==> src/verilog/mdr_pkg.sv <==
/*
  Constants for the motion sensor register block: offsets, field positions,
  reset values and widths shared by the register file and the detectors.
  Assumes nothing of its surroundings.
*/
package mdr_pkg;
  // ----------------------------------------------------------------------
  // Register offsets
  // ----------------------------------------------------------------------
  localparam logic [7:0] MDR_Y_ACCEL_LOW = 8'h10;
  localparam logic [7:0] MDR_Y_ACCEL_HIGH = 8'h11;
  localparam logic [7:0] MDR_Z_ACCEL_LOW = 8'h12;
  localparam logic [7:0] MDR_Z_ACCEL_HIGH = 8'h13;
  localparam logic [7:0] MDR_TEMPERATURE_LOW = 8'h14;
  localparam logic [7:0] MDR_TEMPERATURE_HIGH = 8'h15;
  localparam logic [7:0] MDR_RESET_COMMAND = 8'h1f;
  localparam logic [7:0] MDR_MOTION_THRESHOLD_LOW = 8'h20;
  localparam logic [7:0] MDR_MOTION_THRESHOLD_HIGH = 8'h21;
  localparam logic [7:0] MDR_MOTION_SAMPLE_COUNT = 8'h22;
  localparam logic [7:0] MDR_STILL_THRESHOLD_LOW = 8'h23;
  localparam logic [7:0] MDR_STILL_THRESHOLD_HIGH = 8'h24;
  localparam logic [7:0] MDR_STILL_COUNT_LOW = 8'h25;
  localparam logic [7:0] MDR_STILL_COUNT_HIGH = 8'h26;

  // ----------------------------------------------------------------------
  // Codes, reset values and field layout
  // ----------------------------------------------------------------------
  localparam logic [7:0] MDR_SOFT_RESET_CODE = 8'h52;
  localparam logic [7:0] MDR_REG_RESET = 8'h00;
  localparam logic [7:0] MDR_READ_ZERO = 8'h00;
  localparam int MDR_SAMPLE_W = 12;
  localparam int MDR_SIGN_BIT = 11;
  localparam int MDR_SIGN_COPIES = 4;
  localparam int MDR_THRESH_W = 11;
  localparam int MDR_THRESH_HIGH_W = 3;
  localparam int MDR_COUNT_W = 16;
  localparam logic [MDR_COUNT_W-1:0] MDR_COUNT_ONE = 16'h0001;
endpackage

==> src/verilog/mdr_detect.sv <==
/*
  One consecutive-sample detector: counts an unbroken run of qualifying
  samples and pulses an event when the run reaches the programmed length.
  Assumes sample_valid is a one-cycle pulse on core_clk, once per sample.
*/
`timescale 1ns/1ps
`default_nettype none
module mdr_detect
  import mdr_pkg::*;
#(
  parameter int COUNT_W = MDR_COUNT_W
) (
  input wire logic core_clk,
  input wire logic reset,
  input wire logic clear,
  input wire logic enable,
  input wire logic sample_valid,
  input wire logic qualify,
  input wire logic single_shot,
  input wire logic [COUNT_W-1:0] target,
  output logic [COUNT_W-1:0] run_q,
  output logic event_q
);
  logic [COUNT_W-1:0] goal;
  logic [COUNT_W-1:0] run_d;
  logic hit;

  // Zero acts as one; single-shot ignores the programmed length
  always_comb begin
    if (single_shot || target == '0) begin
      goal = COUNT_W'(1);
    end else begin
      goal = target;
    end
  end

  // Saturating at the goal so one unbroken run fires only once
  always_comb begin
    run_d = run_q;
    hit = 1'b0;
    if (!enable) begin
      run_d = '0;
    end else if (sample_valid) begin
      if (!qualify) begin
        run_d = '0;
      end else if (run_q < goal) begin
        run_d = run_q + COUNT_W'(1);
        hit = (run_d == goal);
      end
    end
  end

  always_ff @(posedge core_clk or posedge reset) begin
    if (reset) begin
      run_q <= '0;
    end else if (clear) begin
      run_q <= '0;
    end else begin
      run_q <= run_d;
    end
  end

  always_ff @(posedge core_clk or posedge reset) begin
    if (reset) begin
      event_q <= 1'b0;
    end else begin
      event_q <= hit && !clear;
    end
  end
endmodule
`default_nettype wire

==> src/verilog/mdr_regs.sv <==
/*
  Register file and activity/inactivity detection of a three-axis motion
  sensor: result registers, soft reset command, thresholds and timers.
  Assumes the serial front end delivers decoded one-cycle read and write
  strobes on core_clk, and that sample data arrives already synchronous.
*/
// How it works
// - Low result register holds bits 7..0, high register bits 11..8.
// - High result bits 15..12 repeat bit 11 as sign copies.
// - Temperature is signed 12-bit, top four bits follow its sign.
// - Writing 0x52 to reset command clears all settings, enters standby.
// - After soft reset the interrupt pins float, held by keepers.
// - Reset command register is write only; reads return zero.
// - Motion compares each sample magnitude with 11-bit motion threshold.
// - Thresholds: low register bits 7..0, high register low three bits.
// - Thresholds are raw codes, scaling with the selected range.
// - Motion event needs that many consecutive samples over threshold.
// - Motion sample count of zero behaves like one.
// - Wake-up mode ignores motion count; one sample suffices.
// - Stillness compares each sample magnitude with 11-bit threshold.
// - Still event needs the 16-bit count of samples all under.
// - Still count is low byte plus high byte, up to 0xFFFF.
// - Still count of zero behaves like one.
// - Both timers advance once per output sample.
// - Config error sets at power-up and soft reset, clears on write.
// - Each detector runs only while its own enable is set.
`timescale 1ns/1ps
`default_nettype none
module mdr_regs
  import mdr_pkg::*;
(
  input wire logic core_clk,
  input wire logic reset,
  input wire logic reg_wr,
  input wire logic reg_rd,
  input wire logic [7:0] reg_addr,
  input wire logic [7:0] reg_wdata,
  output logic [7:0] reg_rdata_q,
  output logic reg_rvalid_q,
  input wire logic sample_valid,
  input wire logic [MDR_SAMPLE_W-1:0] x_sample,
  input wire logic [MDR_SAMPLE_W-1:0] y_sample,
  input wire logic [MDR_SAMPLE_W-1:0] z_sample,
  input wire logic [MDR_SAMPLE_W-1:0] temp_sample,
  input wire logic motion_detect_enable,
  input wire logic still_detect_enable,
  input wire logic wake_mode,
  input wire logic measure_start,
  input wire logic [1:0] int_mapped,
  output logic motion_event,
  output logic still_event,
  output logic config_error_q,
  output logic standby_q,
  output logic [1:0] int_out,
  output logic [1:0] int_oe_q
);
  // ----------------------------------------------------------------------
  // Storage
  // ----------------------------------------------------------------------
  logic [MDR_SAMPLE_W-1:0] y_q;
  logic [MDR_SAMPLE_W-1:0] z_q;
  logic [MDR_SAMPLE_W-1:0] temp_q;
  logic [7:0] motion_thr_low_q;
  logic [7:0] motion_thr_high_q;
  logic [7:0] motion_count_q;
  logic [7:0] still_thr_low_q;
  logic [7:0] still_thr_high_q;
  logic [7:0] still_count_low_q;
  logic [7:0] still_count_high_q;
  logic [7:0] rdata_d;
  logic soft_reset;
  logic motion_run;
  logic still_run;
  logic [MDR_THRESH_W-1:0] motion_threshold;
  logic [MDR_THRESH_W-1:0] still_threshold;
  logic [MDR_COUNT_W-1:0] still_sample_count;
  logic [MDR_SAMPLE_W-1:0] x_mag;
  logic [MDR_SAMPLE_W-1:0] y_mag;
  logic [MDR_SAMPLE_W-1:0] z_mag;
  logic motion_qualify;
  logic still_qualify;
  logic [MDR_COUNT_W-1:0] motion_run_q;
  logic [MDR_COUNT_W-1:0] still_run_q;

  // Magnitude of a signed code; -2048 yields 2048 without wrapping
  function automatic logic [MDR_SAMPLE_W-1:0] magnitude(
    input logic [MDR_SAMPLE_W-1:0] value
  );
    if (value[MDR_SIGN_BIT]) begin
      magnitude = MDR_SAMPLE_W'(~value + MDR_SAMPLE_W'(1));
    end else begin
      magnitude = value;
    end
  endfunction

  // High result byte: sign copies above the top four bits
  function automatic logic [7:0] high_byte(
    input logic [MDR_SAMPLE_W-1:0] value
  );
    high_byte = {{MDR_SIGN_COPIES{value[MDR_SIGN_BIT]}}, value[11:8]};
  endfunction

  assign soft_reset = reg_wr && reg_addr == MDR_RESET_COMMAND &&
                      reg_wdata == MDR_SOFT_RESET_CODE;

  // ----------------------------------------------------------------------
  // Result capture
  // ----------------------------------------------------------------------
  always_ff @(posedge core_clk or posedge reset) begin
    if (reset) begin
      y_q <= '0;
      z_q <= '0;
      temp_q <= '0;
    end else if (soft_reset) begin
      y_q <= '0;
      z_q <= '0;
      temp_q <= '0;
    end else if (sample_valid && !standby_q) begin
      y_q <= y_sample;
      z_q <= z_sample;
      temp_q <= temp_sample;
    end
  end

  // ----------------------------------------------------------------------
  // Configuration writes
  // ----------------------------------------------------------------------
  always_ff @(posedge core_clk or posedge reset) begin
    if (reset) begin
      motion_thr_low_q <= MDR_REG_RESET;
      motion_thr_high_q <= MDR_REG_RESET;
      motion_count_q <= MDR_REG_RESET;
      still_thr_low_q <= MDR_REG_RESET;
      still_thr_high_q <= MDR_REG_RESET;
      still_count_low_q <= MDR_REG_RESET;
      still_count_high_q <= MDR_REG_RESET;
    end else if (soft_reset) begin
      motion_thr_low_q <= MDR_REG_RESET;
      motion_thr_high_q <= MDR_REG_RESET;
      motion_count_q <= MDR_REG_RESET;
      still_thr_low_q <= MDR_REG_RESET;
      still_thr_high_q <= MDR_REG_RESET;
      still_count_low_q <= MDR_REG_RESET;
      still_count_high_q <= MDR_REG_RESET;
    end else if (reg_wr) begin
      unique case (reg_addr)
        MDR_MOTION_THRESHOLD_LOW: begin
          motion_thr_low_q <= reg_wdata;
        end
        MDR_MOTION_THRESHOLD_HIGH: begin
          motion_thr_high_q <= reg_wdata;
        end
        MDR_MOTION_SAMPLE_COUNT: begin
          motion_count_q <= reg_wdata;
        end
        MDR_STILL_THRESHOLD_LOW: begin
          still_thr_low_q <= reg_wdata;
        end
        MDR_STILL_THRESHOLD_HIGH: begin
          still_thr_high_q <= reg_wdata;
        end
        MDR_STILL_COUNT_LOW: begin
          still_count_low_q <= reg_wdata;
        end
        MDR_STILL_COUNT_HIGH: begin
          still_count_high_q <= reg_wdata;
        end
        default: begin
        end
      endcase
    end
  end

  // Soft reset re-raises the flag, so it wins over its own write
  always_ff @(posedge core_clk or posedge reset) begin
    if (reset) begin
      config_error_q <= 1'b1;
    end else if (soft_reset) begin
      config_error_q <= 1'b1;
    end else if (reg_wr) begin
      config_error_q <= 1'b0;
    end
  end

  always_ff @(posedge core_clk or posedge reset) begin
    if (reset) begin
      standby_q <= 1'b1;
    end else if (soft_reset) begin
      standby_q <= 1'b1;
    end else if (measure_start) begin
      standby_q <= 1'b0;
    end
  end

  // Pins float until the mapping logic asks for them again
  always_ff @(posedge core_clk or posedge reset) begin
    if (reset) begin
      int_oe_q <= 2'b00;
    end else if (soft_reset) begin
      int_oe_q <= 2'b00;
    end else begin
      int_oe_q <= int_mapped;
    end
  end

  assign int_out = {still_event, motion_event};

  // ----------------------------------------------------------------------
  // Register reads
  // ----------------------------------------------------------------------
  always_comb begin
    unique case (reg_addr)
      MDR_Y_ACCEL_LOW: rdata_d = y_q[7:0];
      MDR_Y_ACCEL_HIGH: rdata_d = high_byte(y_q);
      MDR_Z_ACCEL_LOW: rdata_d = z_q[7:0];
      MDR_Z_ACCEL_HIGH: rdata_d = high_byte(z_q);
      MDR_TEMPERATURE_LOW: rdata_d = temp_q[7:0];
      MDR_TEMPERATURE_HIGH: rdata_d = high_byte(temp_q);
      MDR_RESET_COMMAND: rdata_d = MDR_READ_ZERO;
      MDR_MOTION_THRESHOLD_LOW: rdata_d = motion_thr_low_q;
      MDR_MOTION_THRESHOLD_HIGH: rdata_d = motion_thr_high_q;
      MDR_MOTION_SAMPLE_COUNT: rdata_d = motion_count_q;
      MDR_STILL_THRESHOLD_LOW: rdata_d = still_thr_low_q;
      MDR_STILL_THRESHOLD_HIGH: rdata_d = still_thr_high_q;
      MDR_STILL_COUNT_LOW: rdata_d = still_count_low_q;
      MDR_STILL_COUNT_HIGH: rdata_d = still_count_high_q;
      default: rdata_d = MDR_READ_ZERO;
    endcase
  end

  always_ff @(posedge core_clk or posedge reset) begin
    if (reset) begin
      reg_rdata_q <= MDR_READ_ZERO;
      reg_rvalid_q <= 1'b0;
    end else begin
      reg_rvalid_q <= reg_rd;
      if (reg_rd) begin
        reg_rdata_q <= rdata_d;
      end
    end
  end

  // ----------------------------------------------------------------------
  // Detection
  // ----------------------------------------------------------------------
  // Raw codes, so the g value moves with the range setting
  assign motion_threshold = {motion_thr_high_q[MDR_THRESH_HIGH_W-1:0],
                             motion_thr_low_q};
  assign still_threshold = {still_thr_high_q[MDR_THRESH_HIGH_W-1:0],
                            still_thr_low_q};
  assign still_sample_count = {still_count_high_q, still_count_low_q};

  assign x_mag = magnitude(x_sample);
  assign y_mag = magnitude(y_sample);
  assign z_mag = magnitude(z_sample);

  assign motion_qualify = x_mag > {1'b0, motion_threshold} ||
                          y_mag > {1'b0, motion_threshold} ||
                          z_mag > {1'b0, motion_threshold};
  assign still_qualify = x_mag < {1'b0, still_threshold} &&
                         y_mag < {1'b0, still_threshold} &&
                         z_mag < {1'b0, still_threshold};

  assign motion_run = motion_detect_enable && !standby_q;
  assign still_run = still_detect_enable && !standby_q;

  mdr_detect #(
    .COUNT_W(MDR_COUNT_W)
  ) u_motion (
    .core_clk(core_clk),
    .reset(reset),
    .clear(soft_reset),
    .enable(motion_run),
    .sample_valid(sample_valid),
    .qualify(motion_qualify),
    .single_shot(wake_mode),
    .target({8'h00, motion_count_q}),
    .run_q(motion_run_q),
    .event_q(motion_event)
  );

  mdr_detect #(
    .COUNT_W(MDR_COUNT_W)
  ) u_still (
    .core_clk(core_clk),
    .reset(reset),
    .clear(soft_reset),
    .enable(still_run),
    .sample_valid(sample_valid),
    .qualify(still_qualify),
    .single_shot(1'b0),
    .target(still_sample_count),
    .run_q(still_run_q),
    .event_q(still_event)
  );
endmodule
`default_nettype wire

==> config.mk <==
export PLATFORM = sky130hd
export DESIGN_NAME = mdr_regs
export DESIGN_NICKNAME = d
export VERILOG_FILES = /design/src/verilog/mdr_pkg.sv /design/src/verilog/mdr_detect.sv /design/src/verilog/mdr_regs.sv
export SDC_FILE = /design/constraint.sdc
export NUM_CORES = 1
export LEC_CHECK = 0
export ABC_AREA = 1
export BUFFER_PORTS_ARGS = -buffer_cell sky130_fd_sc_hd__buf_2
export CORE_ASPECT_RATIO = 1.75
export CORE_MARGIN = 4
export CORE_UTILIZATION = 53
export CTS_CLUSTER_SIZE = 28
export DETAILED_ROUTE_END_ITERATION = 8
export PLACE_DENSITY_LB_ADDON = 0.2
export SYNTH_ARGS = -nofsm -noshare
export SYNTH_HDL_FRONTEND = slang
export SYNTH_SLANG_ARGS = --single-unit
==> constraint.sdc <==
create_clock -name core_clk -period 12.1 [get_ports core_clk]
set_input_delay 2.42 -clock core_clk [delete_from_list [all_inputs] [get_ports core_clk]]
set_output_delay 2.42 -clock core_clk [all_outputs]
set_load 0.01 [all_outputs]
# Yosys cells after proc, flatten, opt, wreduce, memory -nomap -nowiden
# Index checks and enable logic that the tools add are counted.
# classes
eq_ne	21
magnitude_cmp	8
n_addsub	5
n_bitwise	3
muxes	56
reduce_logical	35
# op_table
operator	n
two-way mux 16 bit	11
two-way mux 8 bit	22
two-way mux 12 bit	9
case mux 8 bit (13 select lines)	1
equality test 8 x 5 -> 1 bit, second input constant	7
equality test 8 x 6 -> 1 bit, second input constant	7
adder 12 x 1 -> 12 bit, second input constant	3
greater-than comparator 12 x 11 -> 1 bit	3
< comparator 12 x 11 -> 1 bit	3
NOT 12 bit	3
adder 16 x 1 -> 16 bit, second input constant	2
logical NOT 16 bit	2
nonzero test 2 bit	10
AND reduction 2 bit	9
equality test 16 bit	1
equality test 16 x 8 -> 1 bit	1
< comparator 16 bit	1
< comparator 16 x 8 -> 1 bit	1
two-way mux 1 bit	12
logical AND 1 bit	9
equality test 8 x 7 -> 1 bit, second input constant	1
!= test 4 x 3 -> 1 bit, second input constant	2
!= test 3 x 2 -> 1 bit, second input constant	2
logical OR 1 bit	3
2 further kinds	3
# word_totals
output_inout_bits	17
word_cells	147
reg_bits	139

# Depth between registers and ports, before layout
# Gate-level depths: netlist of run 1.
# logic_depth
depth_word	10
depth_mapped	24

# Cells and area by module
# Synthesis of run 1 repeated with hierarchy kept, for this count alone.
# unflattened
hier_cells	1685
area_unflattened_um2	11492.3
# by_module_without_submodules
mod	n_inst	area_each_um2	cells_per_inst
mdr_regs	1	7646.1	1066
mdr_detect (u_motion)	1	1978.1	319
mdr_detect (u_still)	1	1868.0	300

# Worst setup path after synthesis of run 1
# No wires, ideal clock.
# synth_path
path_kind	input port to flip-flop
from	input port z_sample[0]
to	register u_still.run_q[2]
path_slack_ns	7.288
stages	20
t_required_ns	11.981
arrival_time_ns	4.694
cell_sequence	inv_1 ha_1 inv_1 nor4_1 inv_1 nor3_1 nor2_1 xor2_1 ha_1 a21oi_1 o21ai_0 nor2_1 nand3_1 nor2_1 nand2_4 nor2_8 nand2_4 buf_4 nand4_1 nand2_1
# synth_via
elab_chain_len	9
elab_cells_between_ends	11
classes_between	add/sub (1); order compare (1); eq/ne (1); mux (5); bitwise (1); reduce/logical (2)
# synth_rtl
element	line_no	source
from (decl)	mdr_regs.sv:43	input wire logic [MDR_SAMPLE_W-1:0] z_sample,
NOT 12 bit	mdr_regs.sv:90	magnitude = MDR_SAMPLE_W'(~value + MDR_SAMPLE_W'(1));
adder 12 x 1 -> 12 bit	mdr_regs.sv:90	
two-way mux 12 bit (*)	mdr_regs.sv:89	if (value[MDR_SIGN_BIT]) begin
< comparator 12 x 11 -> 1 bit (*)	mdr_regs.sv:262	z_mag < {1'b0, still_threshold};
logical AND 1 bit (*)	mdr_regs.sv:261	y_mag < {1'b0, still_threshold} &&
two-way mux 16 bit	mdr_detect.sv:44	if (!qualify) begin
two-way mux 16 bit	mdr_detect.sv:43	end else if (sample_valid) begin
two-way mux 16 bit	mdr_detect.sv:41	if (!enable) begin
two-way mux 16 bit	mdr_detect.sv:56	end else if (clear) begin
to (signal assigned)	mdr_detect.sv:59	run_q <= run_d;
to (decl)	mdr_detect.sv:21	output logic [COUNT_W-1:0] run_q,
# Mark *: on every way between the ends. The rest lies on a longest branch, timed or not. The select of a mux whose other input is x is not followed.
# A chain may end at the register's enable or synchronous reset.

# Worst setup path after layout of run 1
# layout_path
from	input port z_sample[0]
to	register u_still.run_q[6]
# Same word-level chain as after synthesis.

==> run_results.csv, run 1 <==
group,metric,value,unit
critical_path,cp_slowest_stage_delay,0.49,ns
drt,vias_per_cell,5.62,
final_layout,fillers,1872,
grt,grt_pass1_vias,9569,
synth,syn_inst,1445,
power_and_ir_drop,switchingPower,0.411,mW
grt,grt_first_pass_wirelength,49900,µm
critical_path,crit_slowest_cell,"nor3_4",
sta,skew,0.0102,ns
job,drv_cap,0,
sta,final-hold-violation-count,0,
floorplanning,floorplan.initialDensity,0.539,
synth,syn_nets,1612,
sta,finalCritPeriodShare,0.428,
cts,cts_root_buffer,"clkbuf_16",
synth,synth.avg_cell_area,7.16,µm²
outcome,status,"complete, no violations",
synth,synth.most_common_cell,"nand2_1",
cts,clk_pin_slew_worst_paths,0.06,ns
sta,relSlewSlack,0.352,
sta,rsz0062_at_grt,"no",
sta,tns,0,ns
power_and_ir_drop,pwr-share-comb,0.209,
drt,wl,32000,µm
cts,cts-buffers-inserted,17,
placed_design,routabilityCongestion,0.964,
sta,drv_slew,0,
floorplanning,die_w,114,µm
power_and_ir_drop,total_leakage_power,5.87,nW
critical_path,crit_chain,"buf_2 > inv_1 > ha_1 > inv_1 > nor4_1 > inv_1 > nor3_1 > nor2_1 > xor2_1 > ha_1 > a21oi_1 > o21ai_0 > nor2_1 > nand3_1 > nor2_1 > nand2_4 > nor3_4 > nand4_1 > nand2_1",
critical_path,critPathArrivalTime,5.54,ns
cts,ctsHoldBuffers,0,
critical_path,cpLargestDelayFamily,"simple AND/OR/NAND/NOR gates",
synth,synth-edff-count,0,
critical_path,worstPathMaxFanout,14,
cts,cts_tree,"done",
sta,min_period,5.18,ns
synth,synth_top_cell_by_area,"dfrtp_1",
power_and_ir_drop,power.total,1.28,mW
sta,max_clock_freq,0.193,GHz
cts,clk_latency,0.43,ns
synth,yosysSeqAreaShare,0.337,
critical_path,endpoint_kind,"register",
cts,cts_sinks,139,
cts,cts_setup_buffers,0,
grt,grt_util_all_layers,0.297,
synth,synthArstFlopShare,1.00,
power_and_ir_drop,vdd_drop_max,0.104,mV
critical_path,crit_buf_inv,4,
placed_design,dp_worst_setup_slack,6.53,ns
synth,synth_area,10300,µm²
sta,setup_viol_count_final,0,
final_layout,area_delta_synth_final,11.3,%
critical_path,crit_path_start_kind,"input port",
grt,grt_overflow,0,
floorplanning,rows,67,
final_layout,drive_gt1_frac,0.116,
drt,drc,0,
floorplanning,coreArea,19200,µm²
synth,synth_area_leaders,"dfrtp_1 33%, nand2_1 16%, ha_1 11%, inv_1 6.1%, o21ai_0 4.3%",
worst_hold_path,hp-start,"config_error_q",
cts,cts_resized,0,
synth,synth_seq_cells,139,
floorplanning,die_h,193,µm
floorplanning,ios,92,
grt,antenna_found_initial,0,
placed_design,port_buffers,91,
power_and_ir_drop,clkPwrFrac,0.392,
power_and_ir_drop,power-per-cell-area,111,nW/µm²
drt,drt_iter0_markers,707,
sta,worst_pin_slew,0.965,ns
critical_path,reg2reg_from,"still_count_high_q[4]",
placed_design,postPlaceCellArea,10900,µm²
synth,synth_common_cells,"441 x nand2_1, 168 x inv_1, 137 x dfrtp_1",
final_layout,fin_nets,1693,
synth,synth-main-ff-cell,"dfrtp_1",
synth,ys.warnings.count,0,
grt,grt_max_degree,87,
floorplanning,dieArea,21900,µm²
synth,netlist.area_leader.share,0.332,
drt,wl_per_cell,18.0,µm
critical_path,required,12.46,ns
drt,first_pass_iters,7,
placed_design,dp_hpwl,25600,µm
drt,ant_nets,0,
power_and_ir_drop,pwr-share-seq,0.399,
worst_hold_path,hold_path.class,"register to register",
synth,ys_types,47,
cts,clockBufferDepth,2,
cts,htreeDepth,4,
final_layout,diodes,0,
sta,fin_ws,6.92,ns
critical_path,crit_start,"z_sample[0]",
power_and_ir_drop,sw_frac_of_total,0.321,
drt,vias,9995,
final_layout,final_area,11500,µm²
critical_path,critPathKind,"input port to register",
power_and_ir_drop,intPower,0.870,mW
-- area by class of cell --
type	instances	area [µm²]	share of cell area
Sequential cell	139	3480	0.303
Multi-Input combinational cell	1095	6000	0.522
Inverter	179	677	0.0588
Clock inverter	14	136	0.0119
Clock buffer	18	429	0.0373
Timing Repair Buffer	94	478	0.0415
Tap cell	241	302	0.0262
-- per-layer routing --
metal	GRT usage	wire [µm]	up-vias
met1	0.321	11500	4605
met4	0.198	2390	0
li1	-	-	4909
met2	0.534	16600	354
met5	0	0	-
met3	0.0383	1520	127
-- state kept, by name, summed over array words and instances, names as in the netlist, 12 cells and up --
register / cells
u_motion.run_q: 16
u_still.run_q: 16
temp_q: 12
y_q: 12
z_q: 12
-- power groups by stage --
stage          Clock [mW]  Sequential [mW]  Combinational (mW)
2_1_floorplan           0            0.512               0.189
3_3_place_gp            0            0.518               0.261
3_5_place_dp            0            0.519               0.267
4_1_cts             0.505            0.511               0.269
5_1_grt             0.525            0.513               0.305
6_report            0.502            0.511               0.268
-- layout by cell type, fill, tap and decap left out, types with 37 or more instances in the layout --
master,instances
nand4_1,48
nand3_1,85
a21oi_1,82
o21ai_0,89
dfrtp_1,137
xor2_1,37
inv_1,167
nand2_1,441
nor2_1,104
ha_1,92
buf_2,91
-- worst reg2reg max path, stage by stage, from the launching register on --
cell	delay (ns)
dfrtp_1	0.40
inv_1	0.20
nand4_1	0.12
o41ai_1	0.64
ha_1	0.35
nor3_1	0.19
nand3_1	0.11
nor2_1	0.18
nand3_1	0.10
nor3_1	0.25
nand4_1	0.17
nor2_1	0.24
-- through the flow --
step / hold WS [ns] / util / std cells
final: 0.468 / 0.599 / 1780
after floorplan: 0.453 / - / 1445
after global routing: 0.495 / 0.599 / 1780
after detailed placement: 0.459 / 0.570 / 1748
after CTS: 0.470 / 0.599 / 1780
after global placement: 0.455 / 0.570 / 1748
-- cell families after synthesis --
| logic type | count (synthesis) | synth area share |
|---|---|---|
| buffers and inverters | 211 | 0.0829 |
| adder cells (fa/ha/maj) | 92 | 0.111 |
| XOR/XNOR | 44 | 0.0399 |
| flip-flops | 139 | 0.337 |
| AO/OA/AOI/OAI | 209 | 0.110 |
| AND/OR/NAND/NOR | 750 | 0.319 |
-- path summary, 6_finish.rpt --
path / slack, ns / endpoint / depth (start not counted)
max: 6.92 / u_still.run_q[6] / 19
min: 0.47 / config_error_q / 2
max reg2reg: 9.04 / u_still.event_q / 11
min reg2reg: 0.47 / config_error_q / 2
max in group asynchronous: 8.76 / u_motion.run_q[1] / 3
min in group asynchronous: 2.13 / still_count_high_q[6] / 2
(Power assumes the default switching activity.)
==> run 2, diff against run 1 <==
==> constraint.sdc (replaced) <==
create_clock -name core_clk -period 5.2 [get_ports core_clk]
set_input_delay 1.04 -clock core_clk [delete_from_list [all_inputs] [get_ports core_clk]]
set_output_delay 1.04 -clock core_clk [all_outputs]
set_load 0.01 [all_outputs]
==> run_results.csv, run 2 (synthesis gave the netlist of run 1 again) <==
group,metric,value,unit
final_layout,largest_registers,"u_motion.run_q (16), u_still.run_q (16)",
cts,cts_root_buffer,"clkbuf_16",
sta,min_period,3.83,ns
critical_path,cp_slowest_stage_delay,0.51,ns
power_and_ir_drop,pwr-share-seq,0.378,
outcome,status,"complete, no violations",
power_and_ir_drop,intPower,2.20,mW
drt,vias_per_cell,5.62,
grt,grt_max_degree,70,
final_layout,final_area,11600,µm²
cts,cts_setup_buffers,0,
grt,grt_pass1_vias,9808,
cts,cts_tree,"done",
floorplanning,dieArea,21900,µm²
cts,ctsHoldBuffers,0,
grt,grt_util_all_layers,0.302,
sta,final-hold-violation-count,0,
critical_path,reg2reg_setup_slack,2.17,ns
grt,grt_overflow,0,
final_layout,drive_gt1_frac,0.117,
critical_path,reg2reg_from,"still_count_high_q[5]",
cts,cts-buffers-inserted,17,
floorplanning,rows,67,
power_and_ir_drop,vdd_drop_max,0.215,mV
final_layout,fillers,1870,
cts,cts_sinks,139,
drt,drc,0,
placed_design,routabilityCongestion,0.991,
power_and_ir_drop,pwr-share-comb,0.198,
critical_path,endpoint_kind,"register",
final_layout,seqCellArea,3480,µm²
final_layout,fin_nets,1694,
floorplanning,coreArea,19200,µm²
drt,vias,10000,
final_layout,area_delta_synth_final,12.1,%
cts,clk_latency,0.43,ns
sta,drv_slew,0,
worst_hold_path,hold_path.class,"register to register",
cts,clockBufferDepth,2,
cts,htreeDepth,4,
critical_path,critPathArrivalTime,4.19,ns
critical_path,crit_path_start_kind,"input port",
sta,skew,0.00744,ns
sta,max_clock_freq,0.261,GHz
critical_path,regToRegEndpoint,"u_still.event_q",
placed_design,postPlaceCellArea,10900,µm²
drt,wl,32600,µm
cts,clk_pin_slew_worst_paths,0.06,ns
power_and_ir_drop,total_leakage_power,5.92,nW
sta,relSlewSlack,0.360,
power_and_ir_drop,power-per-cell-area,271,nW/µm²
sta,worst_pin_slew,0.954,ns
placed_design,dp_hpwl,25700,µm
drt,ant_nets,0,
sta,rsz0062_at_grt,"no",
drt,wl_per_cell,18.3,µm
cts,cts_resized,0,
power_and_ir_drop,sw_frac_of_total,0.299,
grt,grt_first_pass_wirelength,51000,µm
critical_path,required,5.57,ns
critical_path,crit_slowest_cell,"nor3_4",
drt,first_pass_iters,8,
final_layout,layout_common_cells,"441 x nand2_1, 167 x inv_1, 137 x dfrtp_1, 104 x nor2_1, 92 x ha_1",
critical_path,cpLargestDelayFamily,"simple AND/OR/NAND/NOR gates",
critical_path,endpoint,"u_still.run_q[3]",
floorplanning,floorplan.initialDensity,0.539,
critical_path,crit_start,"z_sample[0]",
critical_path,crit_buf_inv,4,
floorplanning,die_h,193,µm
drt,drt_iter0_markers,751,
final_layout,multi_input_area,6000,µm²
critical_path,rr_worst_depth,11,
sta,setup_viol_count_final,0,
final_layout,diodes,0,
sta,tns,0,ns
critical_path,path_depth,19,
floorplanning,die_w,114,µm
sta,finalCritPeriodShare,0.736,
critical_path,critPathKind,"input port to register",
floorplanning,ios,92,
job,drv_cap,0,
power_and_ir_drop,switchingPower,0.941,mW
final_layout,final_common_cell,"nand2_1",
grt,antenna_found_initial,0,
placed_design,port_buffers,91,
critical_path,crit_chain,"buf_2 > inv_1 > ha_1 > inv_1 > nor4_1 > inv_1 > nor3_1 > nor2_1 > xor2_1 > ha_1 > a21oi_1 > o21ai_0 > nor2_1 > nand3_1 > nor2_1 > nand2_4 > nor3_4 > nand4_1 > nand2_1",
power_and_ir_drop,clkPwrFrac,0.424,
critical_path,worstPathMaxFanout,14,
## run 2: cell types whose count changed in the layout (fill, tap and decap cells not counted), sizes merged
cell	before	now
bufinv	1	4
clkinvlp	3	0
clkbuf	18	20
buf	94	95
clkinv	9	8
inv	180	179
## run 2: final cells by class
class	count	area share
Clock buffer	20	0.0402
Clock inverter	12	0.0158
Inverter	179	0.0584
Multi-Input combinational cell	1095	0.518
Sequential cell	139	0.300
Tap cell	241	0.0260
Timing Repair Buffer	95	0.0419
## run 2: worst min-delay path by stage
stage | slack [ns] | endpoint | cells after the start | startpoint
final | 0.48 | reg_rdata_q[7] | 2 | reg_rdata_q[7]
after global routing | 0.50 | config_error_q | 2 | config_error_q
after CTS | 0.48 | reg_rdata_q[7] | 2 | reg_rdata_q[7]
after detailed placement | 0.46 | reg_rdata_q[7] | 2 | reg_rdata_q[7]
after global placement | 0.45 | config_error_q | 2 | config_error_q
after floorplan | 0.45 | motion_thr_high_q[0] | 2 | motion_thr_high_q[0]
## run 2: per-stage QoR
step | utilization | power (mW) | setup WS (ns) | hold slack (ns) | instances
global route | 0.604 | 3.30 | 1.10 | 0.496 | 1781
floorplan | - | 1.63 | 0.439 | 0.453 | 1445
finish | 0.604 | 3.15 | 1.37 | 0.478 | 1781
CTS | 0.604 | 3.15 | 1.47 | 0.481 | 1781
detailed placement | 0.570 | 1.82 | 1.03 | 0.465 | 1749
global placement | 0.570 | 1.81 | 1.20 | 0.452 | 1749
## run 2: worst reg2reg max path, delay by kind of cell, from the launching register on
| kind | cells | cell delay [ns] |
|---|---|---|
| adders and majority gates | 1 | 0.34 |
| AOI/OAI and AO/OA | 1 | 0.58 |
| buffers and inverters | 1 | 0.21 |
| DFF | 1 | 0.40 |
| and+or+nand+nor | 8 | 1.39 |
## run 2: power groups by stage
stage | Clock, mW | Combinational, mW | Sequential [mW]
after floorplan | 0 | 0.439 | 1.19
after global placement | 0 | 0.604 | 1.20
after detailed placement | 0 | 0.619 | 1.21
after CTS | 1.34 | 0.624 | 1.19
after global routing | 1.39 | 0.712 | 1.19
final | 1.33 | 0.623 | 1.19
## run 2: per-layer routing
layer  routed length (µm)  global-route usage  up-vias
li1                     -                   -     4910
met1                12000               0.331     4677
met2                17100               0.548      312
met3                 1420              0.0358      106
met4                 2000               0.186        0
met5                    0                   0        -
